[src/rtl/pgam_pkg.sv]
// Shared constants and types for the address-shared eight-bit I/O port
package pgam_pkg;

	localparam int unsigned PORT_WIDTH = 8;
	localparam int unsigned ADDR_WIDTH = 16;
	localparam int unsigned MODE_WIDTH = 2;

	// Register addresses on the plain CPU port
	localparam logic [ADDR_WIDTH-1:0] ADDR_PULLUP    = 16'hFFAC;
	localparam logic [ADDR_WIDTH-1:0] ADDR_DIRECTION = 16'hFFB0;
	localparam logic [ADDR_WIDTH-1:0] ADDR_DATA      = 16'hFFB2;

	// Reset and fixed values
	localparam logic [PORT_WIDTH-1:0] ALL_ZERO       = 8'h00;
	localparam logic [PORT_WIDTH-1:0] ALL_ONE        = 8'hFF;
	localparam logic [PORT_WIDTH-1:0] DIR_READ_VALUE = 8'hFF;
	localparam logic [PORT_WIDTH-1:0] UNMAPPED_VALUE = 8'h00;

	// Encodings on the mode pins
	localparam logic [MODE_WIDTH-1:0] MODE_CODE_1 = 2'h1;
	localparam logic [MODE_WIDTH-1:0] MODE_CODE_2 = 2'h2;
	localparam logic [MODE_WIDTH-1:0] MODE_CODE_3 = 2'h3;

	typedef enum logic [1:0] {
		PGAM_MODE_EXP_NOROM,
		PGAM_MODE_EXP_ROM,
		PGAM_MODE_SINGLE
	} pgam_mode_t;

	typedef enum logic [1:0] {
		PGAM_RUN,
		PGAM_SW_STANDBY,
		PGAM_HW_STANDBY
	} pgam_power_t;

	// Code 0 is not a legal mode; treat it as single-chip so no address drives
	function automatic pgam_mode_t pgam_decode_mode(input logic [MODE_WIDTH-1:0] code);
		unique case (code)
			MODE_CODE_1: pgam_decode_mode = PGAM_MODE_EXP_NOROM;
			MODE_CODE_2: pgam_decode_mode = PGAM_MODE_EXP_ROM;
			MODE_CODE_3: pgam_decode_mode = PGAM_MODE_SINGLE;
			default:     pgam_decode_mode = PGAM_MODE_SINGLE;
		endcase
	endfunction : pgam_decode_mode

endpackage : pgam_pkg

[src/rtl/pgam_pin_if.sv]
// Carrier between the port register file and its pin driver
interface pgam_pin_if;
	import pgam_pkg::*;

	logic [PORT_WIDTH-1:0] direction;
	logic [PORT_WIDTH-1:0] out_data;
	logic [PORT_WIDTH-1:0] pullup_ctl;
	logic [PORT_WIDTH-1:0] low_address_byte;
	pgam_mode_t            mode;
	pgam_power_t           power;
	logic [PORT_WIDTH-1:0] pin_out;
	logic [PORT_WIDTH-1:0] pin_oe;
	logic [PORT_WIDTH-1:0] pin_pullup;

	modport regs (
		output direction,
		output out_data,
		output pullup_ctl,
		output low_address_byte,
		output mode,
		output power,
		input  pin_out,
		input  pin_oe,
		input  pin_pullup
	);

	modport drive (
		input  direction,
		input  out_data,
		input  pullup_ctl,
		input  low_address_byte,
		input  mode,
		input  power,
		output pin_out,
		output pin_oe,
		output pin_pullup
	);

endinterface : pgam_pin_if

[src/rtl/pgam_port.sv]
// Eight-bit I/O port sharing its pins with the low external address byte
// Notes on behaviour
// - Eight two-way pins, usable as port bits or as low address byte.
// - Direction bit 1 makes the pin an output, 0 an input.
// - Data reads give the latch for output pins, pin level for input pins.
// - Pull-up on only when pull-up bit is 1 and direction bit is 0.
// - Mode 1 drives address on all pins; direction ignores writes, stays all ones.
// - Mode 2: direction 0 is general input, direction 1 drives address bit.
// - Mode 3 is pure general-purpose I/O, no address function.
// - Reset zeroes all three registers; mode 1 sets direction to ones after.
// - Hardware standby floats pins, zeroes data, pull-up; direction too in modes 2, 3.
// - Software standby keeps all registers; port outputs keep driving data.
// - Software standby drives address pins low.
// - Pull-ups only in modes 2 and 3; off in mode 1, reset, hardware standby.
// - Direction at FFB0 write-only; data FFB2 and pull-up FFAC read-write.
//
// Chosen here: the low-address-byte port.
module pgam_port (
	input  wire logic                            clk,
	input  wire logic                            rst,
	input  wire logic [pgam_pkg::MODE_WIDTH-1:0] mode_pins,
	input  wire logic                            hw_standby,
	input  wire logic                            sw_standby,
	input  wire logic [pgam_pkg::PORT_WIDTH-1:0] low_address_byte,
	input  wire logic [pgam_pkg::ADDR_WIDTH-1:0] reg_addr,
	input  wire logic [pgam_pkg::PORT_WIDTH-1:0] reg_wdata,
	input  wire logic                            reg_write,
	input  wire logic                            reg_read,
	output logic      [pgam_pkg::PORT_WIDTH-1:0] reg_rdata,
	input  wire logic [pgam_pkg::PORT_WIDTH-1:0] pin_in,
	output logic      [pgam_pkg::PORT_WIDTH-1:0] pin_out,
	output logic      [pgam_pkg::PORT_WIDTH-1:0] pin_oe,
	output logic      [pgam_pkg::PORT_WIDTH-1:0] pin_pullup
);
	import pgam_pkg::*;

	pgam_pin_if pins ();

	logic [MODE_WIDTH-1:0] mode_sync;
	logic [PORT_WIDTH-1:0] pin_level;
	pgam_mode_t            mode;
	pgam_power_t           power;
	logic [PORT_WIDTH-1:0] direction;
	logic [PORT_WIDTH-1:0] out_data;
	logic [PORT_WIDTH-1:0] pullup_ctl;
	logic                  sel_direction;
	logic                  sel_data;
	logic                  sel_pullup;
	logic [PORT_WIDTH-1:0] next_rdata;

	// Mode pins are straps from outside; they settle two edges after release
	pgam_sync #(
		.WIDTH (MODE_WIDTH)
	) u_mode_sync (
		.clk      (clk),
		.rst      (rst),
		.async_in (mode_pins),
		.sync_out (mode_sync)
	);

	pgam_sync #(
		.WIDTH (PORT_WIDTH)
	) u_pin_sync (
		.clk      (clk),
		.rst      (rst),
		.async_in (pin_in),
		.sync_out (pin_level)
	);

	assign mode = pgam_decode_mode(mode_sync);

	// Hardware standby outranks software standby
	always_comb begin
		if (hw_standby) begin
			power = PGAM_HW_STANDBY;
		end else if (sw_standby) begin
			power = PGAM_SW_STANDBY;
		end else begin
			power = PGAM_RUN;
		end
	end

	assign sel_direction = (reg_addr == ADDR_DIRECTION);
	assign sel_data      = (reg_addr == ADDR_DATA);
	assign sel_pullup    = (reg_addr == ADDR_PULLUP);

	// Direction register: forced to ones in mode 1, write-only otherwise
	always_ff @(posedge clk or posedge rst) begin
		if (rst) begin
			direction <= ALL_ZERO;
		end else if (mode == PGAM_MODE_EXP_NOROM) begin
			direction <= ALL_ONE;
		end else if (power == PGAM_HW_STANDBY) begin
			direction <= ALL_ZERO;
		end else if (reg_write && sel_direction) begin
			direction <= reg_wdata;
		end
	end

	// Data latch: kept in software standby, cleared in hardware standby
	always_ff @(posedge clk or posedge rst) begin
		if (rst) begin
			out_data <= ALL_ZERO;
		end else if (power == PGAM_HW_STANDBY) begin
			out_data <= ALL_ZERO;
		end else if (reg_write && sel_data) begin
			out_data <= reg_wdata;
		end
	end

	// Pull-up control keeps its value in mode 1; the driver masks it there
	always_ff @(posedge clk or posedge rst) begin
		if (rst) begin
			pullup_ctl <= ALL_ZERO;
		end else if (power == PGAM_HW_STANDBY) begin
			pullup_ctl <= ALL_ZERO;
		end else if (reg_write && sel_pullup) begin
			pullup_ctl <= reg_wdata;
		end
	end

	// Read mux; the pin level seen is the synchronised one, two edges old
	always_comb begin
		next_rdata = UNMAPPED_VALUE;
		if (sel_data) begin
			next_rdata = (out_data & direction) | (pin_level & ~direction);
		end else if (sel_pullup) begin
			next_rdata = pullup_ctl;
		end else if (sel_direction) begin
			next_rdata = DIR_READ_VALUE;
		end
	end

	// Read data stand for the one cycle after the strobe, zero otherwise
	always_ff @(posedge clk or posedge rst) begin
		if (rst) begin
			reg_rdata <= ALL_ZERO;
		end else if (reg_read) begin
			reg_rdata <= next_rdata;
		end else begin
			reg_rdata <= ALL_ZERO;
		end
	end

	assign pins.direction        = direction;
	assign pins.out_data         = out_data;
	assign pins.pullup_ctl       = pullup_ctl;
	assign pins.low_address_byte = low_address_byte;
	assign pins.mode             = mode;
	assign pins.power            = power;

	pgam_pin_drive u_drive (
		.clk  (clk),
		.rst  (rst),
		.pins (pins.drive)
	);

	// Straight from the driver's flip-flops
	assign pin_out    = pins.pin_out;
	assign pin_oe     = pins.pin_oe;
	assign pin_pullup = pins.pin_pullup;

endmodule : pgam_port

[src/rtl/pgam_sync.sv]
// Two-stage synchroniser for levels arriving from outside the clock domain
module pgam_sync #(
	parameter int unsigned WIDTH = 8
) (
	input  wire logic             clk,
	input  wire logic             rst,
	input  wire logic [WIDTH-1:0] async_in,
	output logic      [WIDTH-1:0] sync_out
);
	logic [WIDTH-1:0] stage1;

	// The first stage feeds only the second
	always_ff @(posedge clk or posedge rst) begin
		if (rst) begin
			stage1   <= '0;
			sync_out <= '0;
		end else begin
			stage1   <= async_in;
			sync_out <= stage1;
		end
	end

endmodule : pgam_sync

[src/rtl/pgam_pin_drive.sv]
// Per-pin drive, enable and pull-up selection, registered onto the pins
module pgam_pin_drive (
	input  wire logic clk,
	input  wire logic rst,
	pgam_pin_if.drive pins
);
	import pgam_pkg::*;

	logic [PORT_WIDTH-1:0] addr_sel;
	logic [PORT_WIDTH-1:0] next_out;
	logic [PORT_WIDTH-1:0] next_oe;
	logic [PORT_WIDTH-1:0] next_pullup;

	always_comb begin
		// Which pins carry the address instead of port data
		unique case (pins.mode)
			PGAM_MODE_EXP_NOROM: addr_sel = ALL_ONE;
			PGAM_MODE_EXP_ROM:   addr_sel = pins.direction;
			PGAM_MODE_SINGLE:    addr_sel = ALL_ZERO;
		endcase
	end

	always_comb begin
		next_oe     = pins.direction;
		next_out    = (pins.out_data & ~addr_sel)
			| (pins.low_address_byte & addr_sel);
		next_pullup = pins.pullup_ctl & ~pins.direction;
		if (pins.mode == PGAM_MODE_EXP_NOROM) begin
			next_pullup = ALL_ZERO;
		end
		unique case (pins.power)
			PGAM_RUN: begin
			end
			PGAM_SW_STANDBY: begin
				// Address pins go low; port outputs keep their data
				next_out = pins.out_data & ~addr_sel;
			end
			PGAM_HW_STANDBY: begin
				next_oe     = ALL_ZERO;
				next_out    = ALL_ZERO;
				next_pullup = ALL_ZERO;
			end
		endcase
	end

	// Pins float with pull-ups off during reset
	always_ff @(posedge clk or posedge rst) begin
		if (rst) begin
			pins.pin_out    <= ALL_ZERO;
			pins.pin_oe     <= ALL_ZERO;
			pins.pin_pullup <= ALL_ZERO;
		end else begin
			pins.pin_out    <= next_out;
			pins.pin_oe     <= next_oe;
			pins.pin_pullup <= next_pullup;
		end
	end

endmodule : pgam_pin_drive

[config.mk]
export PLATFORM = sky130hd
export DESIGN_NAME = pgam_port
export DESIGN_NICKNAME = d
export VERILOG_FILES = /design/src/rtl/pgam_pkg.sv /design/src/rtl/pgam_pin_if.sv /design/src/rtl/pgam_port.sv /design/src/rtl/pgam_sync.sv /design/src/rtl/pgam_pin_drive.sv
export SDC_FILE = /design/constraint.sdc
export NUM_CORES = 1
export LEC_CHECK = 0
export BUFFER_PORTS_ARGS = -buffer_cell sky130_fd_sc_hd__buf_4
export CELL_PAD_IN_SITES_DETAIL_PLACEMENT = 1
export CELL_PAD_IN_SITES_GLOBAL_PLACEMENT = 1
export CORE_MARGIN = 1
export CORE_UTILIZATION = 45
export CTS_BUF_LIST = sky130_fd_sc_hd__clkbuf_8 sky130_fd_sc_hd__clkbuf_16
export DETAILED_ROUTE_END_ITERATION = 8
export PLACE_DENSITY = 0.9
export SKIP_CTS_REPAIR_TIMING = 1
export SLEW_MARGIN = 5
export SYNTH_ARGS = -nofsm -noshare
export SYNTH_HDL_FRONTEND = slang
export SYNTH_HIERARCHICAL = 1
export SYNTH_SLANG_ARGS = --single-unit
export TNS_END_PERCENT = 50
[constraint.sdc]
create_clock -name clk -period 4.2 [get_ports clk]
set_input_delay 1.05 -clock clk [delete_from_list [all_inputs] [get_ports clk]]
set_output_delay 1.05 -clock clk [all_outputs]
set_load 0.01 [all_outputs]
==> results.yml, run 1 <==
placed_design:
  dpl-instance-area_um2: 3855
  gp_congestion: 0.7788
  post-dp-hpwl_mm: 5.815
  io_buffers: 79
  dp.cells: 429
  place_ws_ps: 1206
routing:
  drc: 0
  routed_wl_mm: 8.553
  postRouteAntennaNets: 0
  drt_iter0_drc: 175
  num_vias: 2416
  wl_per_cell_um: 19.22
  drt_first_pass_iters: 4
  routed_via_density: 5.429
global_routing:
  grt_pass1_vias: 2608
  grt-ovfl-total: 0
  grt_pass1_wl_mm: 13.70
  grt_usage: 0.2485
  antenna_found_initial: 0
  grt_max_degree: 36
timing:
  fin_crit_ps: 2662
  finalHoldViolations: 0
  setup_violations: 0
  max_freq_mhz: 375.7
  period_share: 0.6337
  slew_headroom: 0.3630
  worst_pin_slew_ps: 954.5
  fin_skew_ps: 5.951
  rsz0062_at_grt: "false"
  slew_viol_final: 0
  holdWs_ps: 350.5
  setup_tns_ps: 0
  layout_setup_ws_ps: 1538
clocking:
  clkSlewWorstSetupHoldPaths_ps: 70
  clk_path_buf_depth: 2
  numCtsBuffers: 9
  clockRootBuffer: "clkbuf_8"
  clk_latency_ps: 340
  cts.sinks: 76
  cts_tree: "done"
  h-tree-depth: 3
cells_and_area:
  antenna_cells: 0
  drive_gt1_frac: 0.2837
  final_common_cell: "buf_4"
  synthToLayoutAreaGrowth_pct: 25.93
  instances_no_fill: 445
  fill_cells: 745
  finalNetCount: 396
  final_cell_mix: "buf_4 (80), dfrtp_1 (76), mux2i_1 (25)"
  multiInputGateArea_um2: 1202
  utilization: 0.5927
  fin_area_um2: 4071
  seq_area_um2: 1902
synthesis:
  syn_area_per_cell_um2: 12.06
  yosysWarnings: 6
  yosysTopAreaCell: "dfrtp_1"
  synth_fa_ha_area_frac: 0.01548
  synth_ff_type: "dfrtp_1"
  async_reset_ff_frac: 1.000
  synth_area_um2: 3233
  ys_types: 30
  synthXorXnorAreaFrac: 0
  synth-compound-area-share: 0.09133
  synth.area.mux_share: 0.07740
  synth_top_area_frac: 0.5882
  synth_seq_cells: 76
  synthTopCellsByArea: "dfrtp_1 (59%), mux2i_1 (7.7%), nand2b_1 (4.6%)"
  synth_edf_count: 0
  synthesis.nets: 320
  synthCells: 268
  yosysSeqAreaShare: 0.5882
  yosys.area_share.simple: 0.1877
  synth_top_family_by_area: "simple AND/OR/NAND/NOR gates"
setup_path:
  cp_max_fo: 20
  criticalPathCategory: "primary input to flip-flop"
  worstPathRequired_ps: 4450
  cp-end-kind: "flip-flop"
  worst_ep_arrival_time_ps: 2910
  cp-start-kind: "primary input"
power_and_ir_drop:
  switching_share: 0.2414
  vdd_ir_drop_max_mv: 0.2021
  p_total_mw: 1.576
  p_int_mw: 1.196
  power_frac_seq: 0.500
  power.net_switching_mw: 0.3805
  p_per_area_nw_per_um2: 387.1
  p_comb_frac: 0.112
  power_frac_clock: 0.388
  p_leak_nw: 1.972
floorplanning:
  die_area_um2: 7527
  coreArea_um2: 6869
  die_h_um: 86.76
  fp.dieW_um: 86.76
  num_io_pins: 80
  num_rows: 30
  start_util: 0.4707
run_status:
  status: "finished, final reports clean"
flow_run:
  maxCapViolCount: 0
min_path:
  hold_class: "flip-flop to flip-flop"
## Yosys cell counts (all sizes together) (8+ instances only)
master,n
inv,8
o22ai,8
dfrtp,76
o311ai,8
mux2i,25
nor3b,17
nand2b,24
buf,8
nand2,19
nor2,9
a21oi,8
nor2b,19
## power by group through the flow
stage	sequential, mW	combinational (mW)	clock, mW
floorplan	0.802	0.0898	0
global placement	0.801	0.166	0
detailed placement	0.803	0.173	0
CTS	0.789	0.177	0.616
global route	0.792	0.193	0.650
finish	0.789	0.176	0.611
## worst paths after layout
kind / slack (ps) / start / depth (start not counted) / end
min: 350 / u_pin_sync/stage1[0]$_DFF_PP0_ / 0 / u_pin_sync/sync_out[0]$_DFF_PP0_
max reg2reg: 2490 / u_mode_sync/sync_out[0]$_DFF_PP0_ / 5 / u_drive/pins.pin_out[1]$_DFF_PP0_
min in group asynchronous: 620 / rst / 2 / u_mode_sync/sync_out[1]$_DFF_PP0_
max: 1540 / reg_addr[11] / 5 / pins.pullup_ctl[4]$_DFFE_PP0P_
max in group asynchronous: 2660 / rst / 2 / u_drive/pins.pin_out[0]$_DFF_PP0_
min reg2reg: 350 / u_pin_sync/stage1[0]$_DFF_PP0_ / 0 / u_pin_sync/sync_out[0]$_DFF_PP0_
## registers in the layout, indices dropped and copies added (netlist names)
register / flops
u_mode_sync/stage1: 2
pins.pullup_ctl: 8
direction: 8
u_drive/pins.pin_oe: 8
reg_rdata: 8
u_pin_sync/stage1: 8
u_drive/pins.pin_out: 8
u_drive/pins.pin_pullup: 8
u_mode_sync/sync_out: 2
u_pin_sync/sync_out: 8
out_data: 8
## cells by family (layout without fill, tap and decap cells)
logic type      count (synthesis)  after routing
simple gates                   99             99
flops                          76             76
compound gates                 41             41
mux                            25             25
buf+inv                        23            104
fa+ha+maj                       4              4
## worst max-delay path, stage by stage
cell and delay (ps):
buf_4 80, nand4_1 80, or4b_4 630, nor4_4 750, mux2i_1 320
## final cells by class
cell class                 instances  share of cell area
clock buffer                      10             0.03380
clock inverter                     6             0.01936
inverter                           8            0.007376
multi-input combinational        169              0.2953
sequential                        76              0.4671
tap                               96             0.02950
timing repair buffer              80              0.1475
## metal layers
| metal | GRT usage | share of wire | wire [um] | vias to the layer above |
|---|---|---|---|---|
| met2 | 0.4545 | 0.53 | 4528 | 95 |
| met3 | 0.04286 | 0.055 | 467 | 13 |
| met1 | 0.2892 | 0.40 | 3407 | 1220 |
| met5 | 0 | 0 | 0 | - |
| met4 | 0.09848 | 0.018 | 150 | 0 |
| li1 | - | - | - | 1088 |
No activity file was read; power rests on OpenSTA's default activity.
==> inputs of run 2 (changes only) <==
--- a/config.mk
+++ b/config.mk
@@ -5,14 +5,15 @@
 export SDC_FILE = /design/constraint.sdc
 export NUM_CORES = 1
 export LEC_CHECK = 0
+export ABC_AREA = 1
 export BUFFER_PORTS_ARGS = -buffer_cell sky130_fd_sc_hd__buf_4
 export CELL_PAD_IN_SITES_DETAIL_PLACEMENT = 1
 export CELL_PAD_IN_SITES_GLOBAL_PLACEMENT = 1
 export CORE_MARGIN = 1
-export CORE_UTILIZATION = 45
+export CORE_UTILIZATION = 40
 export CTS_BUF_LIST = sky130_fd_sc_hd__clkbuf_8 sky130_fd_sc_hd__clkbuf_16
 export DETAILED_ROUTE_END_ITERATION = 8
-export PLACE_DENSITY = 0.9
+export PLACE_DENSITY = 0.84
 export SKIP_CTS_REPAIR_TIMING = 1
 export SLEW_MARGIN = 5
 export SYNTH_ARGS = -nofsm -noshare
==> constraint.sdc (replaced) <==
create_clock -name clk -period 2.5 [get_ports clk]
set_input_delay 0.625 -clock clk [delete_from_list [all_inputs] [get_ports clk]]
set_output_delay 0.625 -clock clk [all_outputs]
set_load 0.01 [all_outputs]
==> run 2 against run 1 <==
  * Register-to-register slack got worse by 1600 ps
  * Clock power increased by 90%
  * Sequential share of layout area decreased by 3.1 points
  * Critical path depth increased by 4
  * Sequential cell count unchanged
  * Via count increased by 18%
  * Wire length increased by 4.6%
  * Largest power group unchanged
==> results.yml, run 2 <==
run_status:
  status: "finished, final reports clean"
flow_run:
  maxCapViolCount: 0
cells_and_area:
  finalNetCount: 521
  utilization: 0.5259
  fin_area_um2: 4364
  final_common_cell: "nand2_1"
  antenna_cells: 0
  fill_cells: 1012
  synthToLayoutAreaGrowth_pct: 25.97
  instances_no_fill: 578
  drive_gt1_frac: 0.2875
  final_cell_mix: "nand2_1 (112), buf_4 (80), dfrtp_1 (76)"
routing:
  wl_per_cell_um: 15.48
  num_vias: 2841
  routed_wl_mm: 8.950
  drc: 0
  drt_first_pass_iters: 4
  drt_iter0_drc: 121
  postRouteAntennaNets: 0
  routed_via_density: 4.915
global_routing:
  grt-ovfl-total: 0
  grt_max_degree: 33
  grt_pass1_vias: 2996
  grt_pass1_wl_mm: 14.69
  antenna_found_initial: 0
  grt_usage: 0.2220
timing:
  slew_viol_final: 0
  max_freq_mhz: 567.7
  layout_setup_ws_ps: 738.5
  setup_tns_ps: 0
  setup_violations: 0
  rsz0062_at_grt: "false"
  fin_crit_ps: 1762
  fin_skew_ps: 7.627
  period_share: 0.7046
  holdWs_ps: 193.0
  finalHoldViolations: 0
  worst_pin_slew_ps: 830.7
  slew_headroom: 0.4456
synthesis:
  yosysSeqAreaShare: 0.5489
  synth_area_um2: 3465
  synthTopCellsByArea: "dfrtp_1 (55%), nand2_1 (12%), inv_1 (6.0%)"
  synth-compound-area-share: 0.07295
  synth.area.mux_share: 0
  yosys.cell_count.top_type: "nand2_1"
  synthCells: 388
  ys_types: 26
  synth_fa_ha_area_frac: 0.01445
  synth_top_area_frac: 0.5489
  yosysWarnings: 6
  synth_seq_cells: 76
  synthXorXnorAreaFrac: 0
  synthesis.nets: 440
  yosys-top-cells-count: "nand2_1 (112), dfrtp_1 (76), inv_1 (55)"
  synth_top_family_by_area: "simple AND/OR/NAND/NOR gates"
  synth_ff_type: "dfrtp_1"
  synth_edf_count: 0
  syn_area_per_cell_um2: 8.929
  async_reset_ff_frac: 1.000
  yosys.area_share.simple: 0.2727
  yosysTopAreaCell: "dfrtp_1"
setup_path:
  crit_buf_inv: 3
  cpMostUsedCell: "nand2_1"
  crit_path_top_delay_cell: "ha_1"
  cp-start-kind: "primary input"
  crit_chain: "buf_4 -> nor2_1 -> inv_1 -> ha_1 -> or2_1 -> nand2_1 -> nand2_1 -> nand2_1 -> inv_1"
  cp-end-kind: "flip-flop"
  worstPathRequired_ps: 2750
  path_delay_family: "simple AND/OR/NAND/NOR gates"
  worst_ep_arrival_time_ps: 2020
  max_stage_delay_ps: 400
  criticalPathCategory: "primary input to flip-flop"
  cp_max_fo: 9
placed_design:
  place_ws_ps: 366.6
  post-dp-hpwl_mm: 7.030
  dp.cells: 563
  dpl-instance-area_um2: 4119
  gp_congestion: 0.9319
  io_buffers: 79
floorplanning:
  fp.dieW_um: 95.07
  coreArea_um2: 8299
  start_util: 0.4175
  die_h_um: 95.07
  num_io_pins: 80
  num_rows: 33
  die_area_um2: 9037
power_and_ir_drop:
  vdd_ir_drop_max_mv: 0.2865
  p_total_mw: 2.842
  p_per_area_nw_per_um2: 651.1
  p_leak_nw: 2.368
clocking:
  clk_latency_ps: 350
  clk_path_buf_depth: 2
  clkSlewWorstSetupHoldPaths_ps: 80
  cts.sinks: 76
  cts_tree: "done"
  clockRootBuffer: "clkbuf_8"
  numCtsBuffers: 9
  h-tree-depth: 3
min_path:
  hold_class: "primary input to async pin"
-- run 2: cell type report --
type / count / area, um^2 / share of cell area
sequential: 76 / 1902 / 0.4358
clock buffer: 10 / 137.6 / 0.03154
timing repair buffer: 80 / 600.6 / 0.1376
multi-input combinational: 239 / 1247 / 0.2858
tap: 105 / 131.4 / 0.03010
clock inverter: 5 / 107.6 / 0.02466
inverter: 63 / 237.7 / 0.05447
-- run 2: logic make-up (layout without fill, tap and decap cells) --
| family | count (synthesis) | after routing |
|---|---|---|
| simple gates | 194 | 194 |
| buf+inv | 73 | 158 |
| compound gates | 41 | 41 |
| fa+ha+maj | 4 | 4 |
| flops | 76 | 76 |
-- run 2: routing by layer --
layer | routed length, um | vias to the layer above | track usage
li1 | - | 1355 | -
met1 | 3666 | 1374 | 0.2546
met2 | 4680 | 92 | 0.3976
met3 | 398 | 20 | 0.05024
met4 | 205 | 0 | 0.08838
met5 | 0 | - | 0
-- run 2: power breakdown --
| part | switching (mW) | internal (mW) | total (mW) |
|---|---|---|---|
| clock network | 0.465 | 0.692 | 1.16 |
| logic | 0.216 | 0.146 | 0.362 |
| registers | 0.0333 | 1.29 | 1.32 |
-- run 2: final timing paths --
| check | start | slack [ps] | cells after the start | endpoint |
|---|---|---|---|---|
| max in group asynchronous | rst | 1500 | 2 | u_drive/pins.pin_pullup[6]$_DFF_PP0_ |
| max reg2reg | u_mode_sync/sync_out[1]$_DFF_PP0_ | 940 | 7 | direction[1]$_DFFE_PP0P_ |
| min in group clk | u_pin_sync/stage1[4]$_DFF_PP0_ | 350 | 0 | u_pin_sync/sync_out[4]$_DFF_PP0_ |
| max | hw_standby | 740 | 9 | u_drive/pins.pin_out[7]$_DFF_PP0_ |
| min reg2reg | u_pin_sync/stage1[4]$_DFF_PP0_ | 350 | 0 | u_pin_sync/sync_out[4]$_DFF_PP0_ |
| min | rst | 190 | 2 | u_mode_sync/sync_out[0]$_DFF_PP0_ |
